## config.mk

```make
export PLATFORM = sky130hd
export DESIGN_NAME = chr_ctrl
export DESIGN_NICKNAME = d
export VERILOG_FILES = /design/src/chr_pkg.sv /design/src/chr_sync.sv /design/src/chr_ctrl.sv
export VERILOG_INCLUDE_DIRS = /design/src
export SDC_FILE = /design/constraint.sdc
export NUM_CORES = 1
export LEC_CHECK = 0
export ABC_AREA = 1
export BUFFER_PORTS_ARGS = -buffer_cell sky130_fd_sc_hd__buf_4
export CAP_MARGIN = 20
export CORE_UTILIZATION = 30
export CTS_CLUSTER_DIAMETER = 120
export DETAILED_ROUTE_END_ITERATION = 12
export GPL_TIMING_DRIVEN = 0
export SLEW_MARGIN = 5
export SYNTH_ARGS = -nofsm -noshare
export SYNTH_HDL_FRONTEND = slang
export SYNTH_SLANG_ARGS = --single-unit
export TNS_END_PERCENT = 1
```

## constraint.sdc

```tcl
create_clock -name clk_sys_i -period 3.3 [get_ports clk_sys_i]
set_clock_uncertainty 0.2 [all_clocks]
set_input_delay 0 -clock clk_sys_i [delete_from_list [all_inputs] [get_ports clk_sys_i]]
set_output_delay 0 -clock clk_sys_i [all_outputs]
set_load 0.01 [all_outputs]
```

## src/chr_defines.svh

```systemverilog
// Constants for the charger input and power-path control block
`ifndef CHR_DEFINES_SVH
`define CHR_DEFINES_SVH
// Register offsets
`define CHR_A_CTRL    4'h0
`define CHR_A_EXTERNAL_RESISTOR_LIMIT    4'h1
`define CHR_A_VLIM    4'h2
`define CHR_A_OPT     4'h3
`define CHR_A_BOOST   4'h4
`define CHR_A_BOOST_VOLTAGE_SETTING  4'h5
`define CHR_A_SYSMIN  4'h6
`define CHR_A_STAT    4'h7
`define CHR_A_OPTRES  4'h8
// Control, optimizer and boost register bit positions
`define CHR_B_HIZ     0
`define CHR_B_FDET    1
`define CHR_B_AUTO    2
`define CHR_B_ABS     3
`define CHR_B_CHG     4
`define CHR_B_RLIM    5
`define CHR_B_OPTEN   0
`define CHR_B_FOPT    1
`define CHR_B_BCFG    0
`define CHR_B_BFREQ   1
// Reset values
`define CHR_R_CTRL    8'h34
`define CHR_R_OPT     8'h01
`define CHR_R_BOOST   8'h00
`define CHR_R_BOOST_VOLTAGE_SETTING  4'h7
`define CHR_R_SYSMIN  3'h5
`define CHR_R_VLIM    8'h00
// Current codes, 50 mA per step above 100 mA
`define CHR_I_500MA   6'h08
`define CHR_I_3250MA  6'h3f
`define CHR_I_200MA   6'h02
`define CHR_I_MAX     6'h3f
// Source type codes
`define CHR_T_NONE    3'h0
`define CHR_T_USB     3'h1
`define CHR_T_ADAPT   3'h2
`define CHR_T_BOOST   3'h7
// Boost start delay
`define CHR_CLK_NS     10
`define CHR_BOOST_MS   30
`define CHR_BOOST_CYC  ((`CHR_BOOST_MS * 1000000) / `CHR_CLK_NS)
`endif

```

## src/chr_pkg.sv

```systemverilog
// Types shared by the charger control block
package chr_pkg;
	// Input-side power-up sequence
	typedef enum logic [2:0] {
		ST_IDLE,
		ST_DETECT,
		ST_VLIM,
		ST_RUN
	} chr_state_t;
endpackage : chr_pkg

```

## src/chr_sync.sv

```systemverilog
// Two-flop synchroniser for a bank of comparator levels
`timescale 1ns/1ps
module chr_sync #(
	parameter int W = 1
) (
	// Clock and reset
	input  wire logic         clk_sys_i,
	input  wire logic         sys_rst_i,
	// Levels
	input  wire logic [W-1:0] async_i,
	output logic      [W-1:0] sync_o
);
	logic [W-1:0] stage1; // First stage, read only by second stage

	genvar g;
	generate
		for (g = 0; g < W; g++) begin : g_bit
			// Each bit has its own pair of flops
			always_ff @(posedge clk_sys_i) begin
				if (sys_rst_i) begin
					stage1[g] <= 1'b0;
					sync_o[g] <= 1'b0;
				end else begin
					stage1[g] <= async_i[g];
					sync_o[g] <= stage1[g];
				end
			end
		end
	endgenerate
endmodule : chr_sync

```

## src/chr_ctrl.sv

```systemverilog
// Charger input detection, power-up, boost and power-path control
//
// Added by the designer: the address map and the address-and-strobe port.
`timescale 1ns/1ps
`include "chr_defines.svh"
module chr_ctrl
	import chr_pkg::*;
#(
	parameter int unsigned BOOST_DELAY_CYC = `CHR_BOOST_CYC
) (
	// Clock and reset
	input  wire logic       clk_sys_i,
	input  wire logic       sys_rst_i,
	// Register port
	input  wire logic [3:0] reg_addr_i,
	input  wire logic [7:0] reg_wdata_i,
	input  wire logic       reg_we_i,
	input  wire logic       reg_re_i,
	output logic      [7:0] reg_rdata_o,
	// Comparator and pin levels
	input  wire logic       port_select_i,
	input  wire logic       boost_request_pin_i,
	input  wire logic       input_good_i,
	input  wire logic       sys_above_2v2_i,
	input  wire logic       bat_above_lowv_i,
	input  wire logic       vbus_below_sleep_i,
	input  wire logic       ts_boost_ok_i,
	input  wire logic       bat_above_boost_i,
	input  wire logic       bat_below_sysmin_i,
	input  wire logic       sys_at_min_i,
	input  wire logic       in_over_current_i,
	input  wire logic       in_under_voltage_i,
	input  wire logic       sys_below_bat_i,
	input  wire logic       bat_below_deplete_i,
	// Analog helper results, quasi-static codes
	input  wire logic       vlim_algo_done_i,
	input  wire logic [7:0] vlim_algo_value_i,
	input  wire logic       optimizer_done_i,
	input  wire logic [5:0] optimizer_value_i,
	input  wire logic [5:0] external_resistor_limit_i,
	// Control outputs
	output logic            irq_pulse_o,
	output logic            converter_enable_o,
	output logic            high_impedance_o,
	output logic            battery_switch_o,
	output logic            pfm_select_o,
	output logic      [5:0] applied_limit_o,
	output logic      [7:0] voltage_limit_o,
	output logic            charge_reduce_o,
	output logic            optimizer_run_o,
	output logic            boost_enable_o,
	output logic            boost_frequency_o,
	output logic      [2:0] boost_current_limit_o,
	output logic      [3:0] boost_voltage_o
);
	// Synchronised comparator levels
	logic s_psel, s_breq, s_good, s_2v2, s_lowv, s_sleep, s_ts, s_bbat;
	logic s_sysmin, s_atmin, s_oc, s_uv, s_sbb, s_dep, s_vdone, s_odone;

	// Software registers
	logic [7:0] ctrl;                        // Control flags
	logic [5:0] input_current_limit_setting; // Programmed input limit
	logic [7:0] input_voltage_limit;         // Voltage limit threshold
	logic [1:0] opt;                         // Optimizer enable and force
	logic [4:0] boost;                       // Config, frequency, current
	logic [3:0] boost_voltage_setting;       // Boost output voltage code
	logic [2:0] minimum_system_voltage;      // Minimum system code

	// Status
	logic [2:0]  source_type_code;
	logic        detection_done_flag;
	logic [5:0]  optimizer_result_limit;
	logic        supplement;                 // Supplement mode active
	logic        boost_active;
	logic [31:0] boost_cnt;                  // Boost start delay counter
	logic        good_q;                     // Previous input-good level
	chr_state_t  state;
	chr_state_t  next_state;

	// Synchronise every comparator before use
	chr_sync #(
		.W (16)
	) u_sync (
		.clk_sys_i (clk_sys_i),
		.sys_rst_i (sys_rst_i),
		.async_i   ({port_select_i, boost_request_pin_i, input_good_i, sys_above_2v2_i,
		              bat_above_lowv_i, vbus_below_sleep_i, ts_boost_ok_i, bat_above_boost_i,
		              bat_below_sysmin_i, sys_at_min_i, in_over_current_i, in_under_voltage_i,
		              sys_below_bat_i, bat_below_deplete_i, vlim_algo_done_i, optimizer_done_i}),
		.sync_o    ({s_psel, s_breq, s_good, s_2v2, s_lowv, s_sleep, s_ts, s_bbat,
		              s_sysmin, s_atmin, s_oc, s_uv, s_sbb, s_dep, s_vdone, s_odone})
	);

	// Register write decode
	wire wr_ctrl   = reg_we_i && (reg_addr_i == `CHR_A_CTRL);
	wire wr_external_resistor_limit   = reg_we_i && (reg_addr_i == `CHR_A_EXTERNAL_RESISTOR_LIMIT);
	wire wr_vlim   = reg_we_i && (reg_addr_i == `CHR_A_VLIM);
	wire wr_opt    = reg_we_i && (reg_addr_i == `CHR_A_OPT);
	wire wr_boost  = reg_we_i && (reg_addr_i == `CHR_A_BOOST);
	wire wr_boost_voltage_setting = reg_we_i && (reg_addr_i == `CHR_A_BOOST_VOLTAGE_SETTING);
	wire wr_sysmin = reg_we_i && (reg_addr_i == `CHR_A_SYSMIN);

	// Named control fields
	wire hiz_req   = ctrl[`CHR_B_HIZ];
	wire force_det = ctrl[`CHR_B_FDET];
	wire auto_det  = ctrl[`CHR_B_AUTO];
	wire abs_sel   = ctrl[`CHR_B_ABS];
	wire chg_en    = ctrl[`CHR_B_CHG];
	wire rlim_en   = ctrl[`CHR_B_RLIM];
	wire opt_en    = opt[`CHR_B_OPTEN];
	wire force_opt = opt[`CHR_B_FOPT];
	wire boost_cfg = boost[`CHR_B_BCFG];

	// Sequence events
	wire plug_in    = s_good && !good_q;
	wire input_live = s_good && !hiz_req;
	wire det_done   = (state == ST_DETECT);
	wire vlim_done  = (state == ST_VLIM) && (abs_sel || s_vdone);
	wire [2:0] det_type = s_psel ? `CHR_T_USB : `CHR_T_ADAPT; // Full code width, adapter code has bit 0 clear

	// Adapter detection is the only case that starts the optimizer by itself
	wire opt_auto   = det_done && opt_en && !s_psel;
	wire opt_start  = opt_auto || force_opt;

	// Boost start qualifiers, all must hold together
	wire boost_ok   = s_lowv && s_sleep && s_breq && boost_cfg && s_ts && s_bbat;
	wire boost_fire = boost_ok && (boost_cnt >= BOOST_DELAY_CYC - 1);

	// Input current limit selection
	wire [5:0] prog_lim  = opt_en ? optimizer_result_limit : input_current_limit_setting;
	wire [5:0] ext_lim   = rlim_en ? external_resistor_limit_i : `CHR_I_MAX;
	wire [5:0] soft_lim  = (input_current_limit_setting < `CHR_I_200MA) ?
	                       input_current_limit_setting : `CHR_I_200MA;
	wire [5:0] base_lim  = s_2v2 ? prog_lim : soft_lim;
	wire [5:0] next_lim  = (base_lim < ext_lim) ? base_lim : ext_lim;

	// Sequence next state
	always_comb begin
		next_state = state;
		case (state)
			ST_IDLE: begin
				// Detection is bypassed when automatic detection is off
				if (plug_in && !hiz_req) begin
					next_state = auto_det ? ST_DETECT : ST_VLIM;
				end
			end
			ST_DETECT: begin
				next_state = ST_VLIM;
			end
			ST_VLIM: begin
				if (vlim_done) begin
					next_state = ST_RUN;
				end
			end
			ST_RUN: begin
				// Forced detection reruns the classification
				if (force_det) begin
					next_state = ST_DETECT;
				end
			end
			default: begin
				next_state = ST_IDLE;
			end
		endcase
		// Losing the input or entering high impedance stops the converter
		if (!input_live) begin
			next_state = ST_IDLE;
		end
	end

	// Sequence state register
	always_ff @(posedge clk_sys_i) begin
		if (sys_rst_i) begin
			state  <= ST_IDLE;
			good_q <= 1'b0;
		end else begin
			state  <= next_state;
			good_q <= s_good;
		end
	end

	// Control register; hardware clear of the force-detect bit loses to a host set
	always_ff @(posedge clk_sys_i) begin
		if (sys_rst_i) begin
			ctrl <= `CHR_R_CTRL;
		end else if (wr_ctrl) begin
			ctrl <= reg_wdata_i;
		end else if (det_done) begin
			ctrl[`CHR_B_FDET] <= 1'b0;
		end
	end

	// Input current limit setting, written by host or by detection
	always_ff @(posedge clk_sys_i) begin
		if (sys_rst_i) begin
			input_current_limit_setting <= `CHR_I_500MA;
		end else if (wr_external_resistor_limit) begin
			input_current_limit_setting <= reg_wdata_i[5:0];
		end else if (det_done) begin
			input_current_limit_setting <= s_psel ? `CHR_I_500MA : `CHR_I_3250MA;
		end
	end

	// Detection results; untouched when detection is skipped
	always_ff @(posedge clk_sys_i) begin
		if (sys_rst_i) begin
			detection_done_flag <= 1'b0;
			source_type_code    <= `CHR_T_NONE;
		end else if (det_done) begin
			detection_done_flag <= 1'b1;
			source_type_code    <= det_type;
		end
	end

	// Voltage limit: host owns it only in absolute mode
	always_ff @(posedge clk_sys_i) begin
		if (sys_rst_i) begin
			input_voltage_limit <= `CHR_R_VLIM;
		end else if (abs_sel) begin
			if (wr_vlim) begin
				input_voltage_limit <= reg_wdata_i;
			end
		end else if ((state == ST_VLIM) && s_vdone) begin
			input_voltage_limit <= vlim_algo_value_i;
		end
	end

	// Optimizer control; force bit clears when the run ends unless rewritten
	always_ff @(posedge clk_sys_i) begin
		if (sys_rst_i) begin
			opt <= 2'(`CHR_R_OPT);
		end else if (wr_opt) begin
			opt <= reg_wdata_i[1:0];
		end else if (optimizer_run_o && s_odone) begin
			opt[`CHR_B_FOPT] <= 1'b0;
		end
	end

	// Optimizer run flag and captured result
	always_ff @(posedge clk_sys_i) begin
		if (sys_rst_i) begin
			optimizer_run_o        <= 1'b0;
			optimizer_result_limit <= `CHR_I_500MA;
		end else if (optimizer_run_o && s_odone) begin
			optimizer_run_o        <= 1'b0;
			optimizer_result_limit <= optimizer_value_i;
		end else if (opt_start && input_live) begin
			optimizer_run_o        <= 1'b1;
		end
	end

	// Boost frequency frozen while boost is configured
	always_ff @(posedge clk_sys_i) begin
		if (sys_rst_i) begin
			boost <= 5'(`CHR_R_BOOST);
		end else if (wr_boost) begin
			boost[`CHR_B_BCFG] <= reg_wdata_i[`CHR_B_BCFG];
			boost[4:2]         <= reg_wdata_i[4:2];
			if (!boost_cfg) begin
				boost[`CHR_B_BFREQ] <= reg_wdata_i[`CHR_B_BFREQ];
			end
		end
	end

	// Boost voltage and minimum system settings
	always_ff @(posedge clk_sys_i) begin
		if (sys_rst_i) begin
			boost_voltage_setting  <= `CHR_R_BOOST_VOLTAGE_SETTING;
			minimum_system_voltage <= `CHR_R_SYSMIN;
		end else begin
			if (wr_boost_voltage_setting) begin
				boost_voltage_setting <= reg_wdata_i[3:0];
			end
			if (wr_sysmin) begin
				minimum_system_voltage <= reg_wdata_i[2:0];
			end
		end
	end

	// Boost delay and run; any lost qualifier restarts the delay
	always_ff @(posedge clk_sys_i) begin
		if (sys_rst_i) begin
			boost_cnt    <= 32'h0;
			boost_active <= 1'b0;
		end else if (!boost_ok) begin
			boost_cnt    <= 32'h0;
			boost_active <= 1'b0;
		end else if (!boost_active) begin
			boost_cnt    <= boost_cnt + 32'h1;
			boost_active <= boost_fire;
		end
	end

	// Supplement mode: on when system sags below battery, off at depletion
	always_ff @(posedge clk_sys_i) begin
		if (sys_rst_i) begin
			supplement <= 1'b0;
		end else if (s_dep) begin
			supplement <= 1'b0;
		end else if (s_sbb) begin
			supplement <= 1'b1;
		end
	end

	// Power stage outputs
	always_ff @(posedge clk_sys_i) begin
		if (sys_rst_i) begin
			converter_enable_o <= 1'b0;
			high_impedance_o   <= 1'b0;
			battery_switch_o   <= 1'b0;
			pfm_select_o       <= 1'b0;
			applied_limit_o    <= `CHR_I_200MA;
			voltage_limit_o    <= `CHR_R_VLIM;
			charge_reduce_o    <= 1'b0;
		end else begin
			converter_enable_o <= (state == ST_RUN);
			high_impedance_o   <= hiz_req;
			// Battery carries the system without input unless depleted
			battery_switch_o   <= supplement || ((state == ST_RUN) ? chg_en : !s_dep);
			pfm_select_o       <= s_sysmin || !chg_en;
			applied_limit_o    <= next_lim;
			voltage_limit_o    <= input_voltage_limit;
			charge_reduce_o    <= s_oc || s_uv;
		end
	end

	// Boost outputs
	always_ff @(posedge clk_sys_i) begin
		if (sys_rst_i) begin
			boost_enable_o        <= 1'b0;
			boost_frequency_o     <= 1'b0;
			boost_current_limit_o <= 3'h0;
			boost_voltage_o       <= `CHR_R_BOOST_VOLTAGE_SETTING;
		end else begin
			boost_enable_o        <= boost_active;
			boost_frequency_o     <= boost[`CHR_B_BFREQ];
			boost_current_limit_o <= boost[4:2];
			boost_voltage_o       <= boost_voltage_setting;
		end
	end

	// Interrupt pulse after detection and after the voltage limit settles
	always_ff @(posedge clk_sys_i) begin
		if (sys_rst_i) begin
			irq_pulse_o <= 1'b0;
		end else begin
			irq_pulse_o <= det_done || vlim_done;
		end
	end

	// Read data mux; unmapped offsets read zero
	wire [2:0] type_rd = boost_active ? `CHR_T_BOOST : source_type_code;
	wire [7:0] stat_rd = {boost_active, s_oc, s_uv, s_atmin, detection_done_flag, type_rd};
	wire [7:0] rd_mux  = (reg_addr_i == `CHR_A_CTRL)   ? ctrl :
	                     (reg_addr_i == `CHR_A_EXTERNAL_RESISTOR_LIMIT)   ? {2'h0, input_current_limit_setting} :
	                     (reg_addr_i == `CHR_A_VLIM)   ? input_voltage_limit :
	                     (reg_addr_i == `CHR_A_OPT)    ? {6'h0, opt} :
	                     (reg_addr_i == `CHR_A_BOOST)  ? {3'h0, boost} :
	                     (reg_addr_i == `CHR_A_BOOST_VOLTAGE_SETTING) ? {4'h0, boost_voltage_setting} :
	                     (reg_addr_i == `CHR_A_SYSMIN) ? {5'h0, minimum_system_voltage} :
	                     (reg_addr_i == `CHR_A_STAT)   ? stat_rd :
	                     (reg_addr_i == `CHR_A_OPTRES) ? {2'h0, optimizer_result_limit} : 8'h00;

	// Read data registered one cycle after the strobe, zero otherwise
	always_ff @(posedge clk_sys_i) begin
		if (sys_rst_i) begin
			reg_rdata_o <= 8'h00;
		end else begin
			reg_rdata_o <= reg_re_i ? rd_mux : 8'h00;
		end
	end
endmodule : chr_ctrl

```

==> impl_metrics.env <==
export IMPL_status="completed"
export IMPL_n_antenna_cell=0
export IMPL_drtIter0Drc=391
export IMPL_clk_latency_ns=0.43
export IMPL_critPathArrivalTime_ns=3.35
export IMPL_drc=0
export IMPL_start_kind="input pin"
export IMPL_drive_gt1_share_pct=16.1
export IMPL_swShare_pct=25.5
export IMPL_rsz0062_at_grt="no"
export IMPL_synth_compound_area_share_pct=15.2
export IMPL_combPwrFrac_pct=6.3
export IMPL_cp_max_fo=7
export IMPL_critical_path_required_ns=3.47
export IMPL_clkSinkCount=152
export IMPL_fill_cells=2068
export IMPL_crit_buf_inv=7
export IMPL_synth_warnings=0
export IMPL_clock_path_buffers=2
export IMPL_antenna_found_initial=0
export IMPL_synth_adder_area_share_pct=1.18
export IMPL_htreeDepth=4
export IMPL_synthCells=839
export IMPL_ys_ff_latch=152
export IMPL_tightestPinTransition_ns=0.718
export IMPL_finalSetupTns_ns=0
export IMPL_wire_per_inst_um=13.6
export IMPL_cts_tree="built"
export IMPL_hp_class="in2reg"
export IMPL_drtPass1Iterations=5
export IMPL_cts_buffers=17
export IMPL_ant_nets=0
export IMPL_drv_cap=0
export IMPL_hpwl_mm=12.7
export IMPL_leakage_nw=3.63
export IMPL_clk_pin_slew_ns=0.07
export IMPL_vias=5948
export IMPL_overflow=0
export IMPL_end_kind="flop"
export IMPL_setup_viol=0
export IMPL_place_gp_congestion=0.901
export IMPL_worstSetupPathType="in2reg"
export IMPL_dieWidth_um=148
export IMPL_yosys_area_share_simple_pct=25.6
export IMPL_avgSynthCellArea_um2=7.58
export IMPL_crit_top_cell="dlygate4sd3_1"
export IMPL_p_int_w=0.00309
export IMPL_netSwitchingPower_w=0.00106
export IMPL_p_per_area_mw_per_mm2=478
export IMPL_slew_headroom_pct=52.1
export IMPL_postCtsSetupRepairBufs=0
export IMPL_syn_nets=897
export IMPL_seqPwrFrac_pct=45.4
export IMPL_post_route_min_period_ns=3.18
export IMPL_crit_family="buffers and inverters"
export IMPL_vias_per_cell=4.58
export IMPL_first_global_vias=5710
export IMPL_numPortBuffers=89
export IMPL_synthDistinctLibCells=46
export IMPL_nets=1074
export IMPL_synth_top_family_by_area="simple AND/OR/NAND/NOR gates"
export IMPL_grt_use_total_pct=16.9
export IMPL_path_cells="dlygate4sd3_1, buf_4, nor2_2, dlygate4sd3_1, inv_1, nor2_2, inv_2, nor2_4, a21oi_1, dlygate4sd3_1, o21ai_0, dlygate4sd3_1"
export IMPL_cpMaxStageDelayCell="dlygate4sd3_1"
export IMPL_hold_ws_ns=0.0563
export IMPL_vdd_drop_max_mv=0.372
export IMPL_slowest_delay_ns=0.60
export IMPL_routed_wl_mm=17.6
export IMPL_fmax_mhz=314
export IMPL_hold_violations=0
export IMPL_root_buffer="clkbuf_16"
export IMPL_dieArea_mm2=0.0218
export IMPL_fp_dieH_um=148
export IMPL_start_util_pct=31.0
export IMPL_ys_seq_area_share_pct=47.8
export IMPL_muxShareOfSynthArea_pct=0
export IMPL_slew_violations=0
export IMPL_grt_max_degree=18
export IMPL_synth_xor_area_share_pct=0.413
export IMPL_coreArea_mm2=0.0205
export IMPL_min_period_over_period_pct=96.4
export IMPL_num_rows=52
export IMPL_synth_area_mm2=0.00636
export IMPL_syn_to_final_growth_pct=36.2
export IMPL_grt_first_pass_wirelength_mm=28.7
export IMPL_ios=90
export IMPL_p_clk_share_pct=48.3
[repair_timing]
action,CTS,global route
hold endpoints to repair,84,0
hold buffers,69,0
resized for setup,0,2
setup endpoints to repair,0,2
[power by group through the flow]
| stage | clock (W) | sequential [W] | combinational, W |
|---|---|---|---|
| 2_1_floorplan | 0 | 0.00192 | 0.0000949 |
| 3_3_place_gp | 0 | 0.00192 | 0.000203 |
| 3_5_place_dp | 0 | 0.00192 | 0.000204 |
| 4_1_cts | 0.00204 | 0.00188 | 0.000258 |
| 5_1_grt | 0.00212 | 0.00189 | 0.000287 |
| 6_report | 0.00200 | 0.00188 | 0.000259 |
[path summary, 6_finish.rpt]
kind	start	endpoint	slack, ns	cells after the start
worst max-delay path	reg_addr_i[2]	ctrl[4]	0.12	12
worst min-delay path	reg_addr_i[3]	boost_voltage_setting[2]	0.06	7
worst max register to register	opt[0]	applied_limit_o[0]	0.52	11
worst min register to register	u_sync.stage1[14]	u_sync.sync_o[14]	0.20	2
[registers in the layout, indices dropped and copies added (netlist names), 8 cells and up]
register             cells
u_sync.sync_o           16
input_voltage_limit      8
boost_cnt               32
u_sync.stage1           16
ctrl                     8
reg_rdata_o              8
voltage_limit_o          8
[kinds of logic after synthesis]
logic type / after synthesis
buffers and inverters: 160
adder cells (fa/ha/maj): 6
AND/OR/NAND/NOR: 353
flip-flops: 152
AO/OA/AOI/OAI: 165
XOR/XNOR: 3
[area by class of cell]
cell class                 instances  area, um^2  area share (%)
tap                              270         338            3.90
sequential                       152        3040            35.1
clock buffer                      17         425            4.91
inverter                         141         529            6.11
buffer                            19        87.6            1.01
clock inverter                    15         180            2.08
timing repair buffer             158        1360            15.7
multi-input combinational        527        2700            31.2
[stage by stage]
stage                     instances  instance area (um^2)  worst slack [ns]  util, %  power (W)
after floorplan                 839                  6360             0.997        -    0.00202
after global placement         1198                  7370             0.581     35.9    0.00213
after detailed placement       1198                  7370             0.551     35.9    0.00213
after CTS                      1299                  8660            0.0540     42.3    0.00418
after global routing           1299                  8660            0.0508     42.3    0.00429
final                          1299                  8660             0.118     42.3    0.00414
[Yosys cell counts (all sizes together)]
cell type	n	area, um^2
nor4	5	31.3
o31ai	2	28.8
xnor2	1	8.76
nor3	19	110
a21oi	62	310
o22ai	5	31.3
o21ba	2	20.0
dfxtp	152	3040
o21ai	60	300
buf	5	35.0
o221ai	2	17.5
o211ai	6	45.0
xor2	2	17.5
nor2	145	647
a311oi	5	56.3
nand3	25	148
o21bai	1	7.51
o2111a	1	11.3
o2111ai	5	43.8
nand2	141	539
or2	3	18.8
inv	141	529
clkbuf	14	52.6
ha	6	75.1
nand4	14	128
a221oi	3	26.3
a31oi	9	56.3
a21boi	1	7.51
nand3b	1	7.51
a211oi	1	7.51
[layer usage]
metal  share of wire (%)  up-vias  GRT usage (%)
met3                 5.4       18           4.14
met1                  47     2720           21.7
met4                 1.6        0           5.88
met2                  46      142           27.7
li1                    -     3068              -
met5                   0        -              0
[worst min-delay path: stages]
cell	delay [ns]
buf_4	0.10
inv_1	0.05
nand2_1	0.11
nor3_1	0.09
inv_1	0.08
nor2_1	0.08
o21ai_0	0.14
[layout by cell type, fill, tap and decap left out, drive strengths merged, types with 6 or more instances in the layout]
| cell type | instances |
|---|---|
| a21oi | 62 |
| a31oi | 9 |
| buf | 94 |
| clkbuf | 31 |
| dfxtp | 152 |
| dlygate4sd3 | 69 |
| ha | 6 |
| inv | 150 |
| nand2 | 141 |
| nand3 | 25 |
| nand4 | 14 |
| nor2 | 145 |
| nor3 | 19 |
| o211ai | 6 |
| o21ai | 60 |
Note: power is estimated with default switching activity, not from simulation.
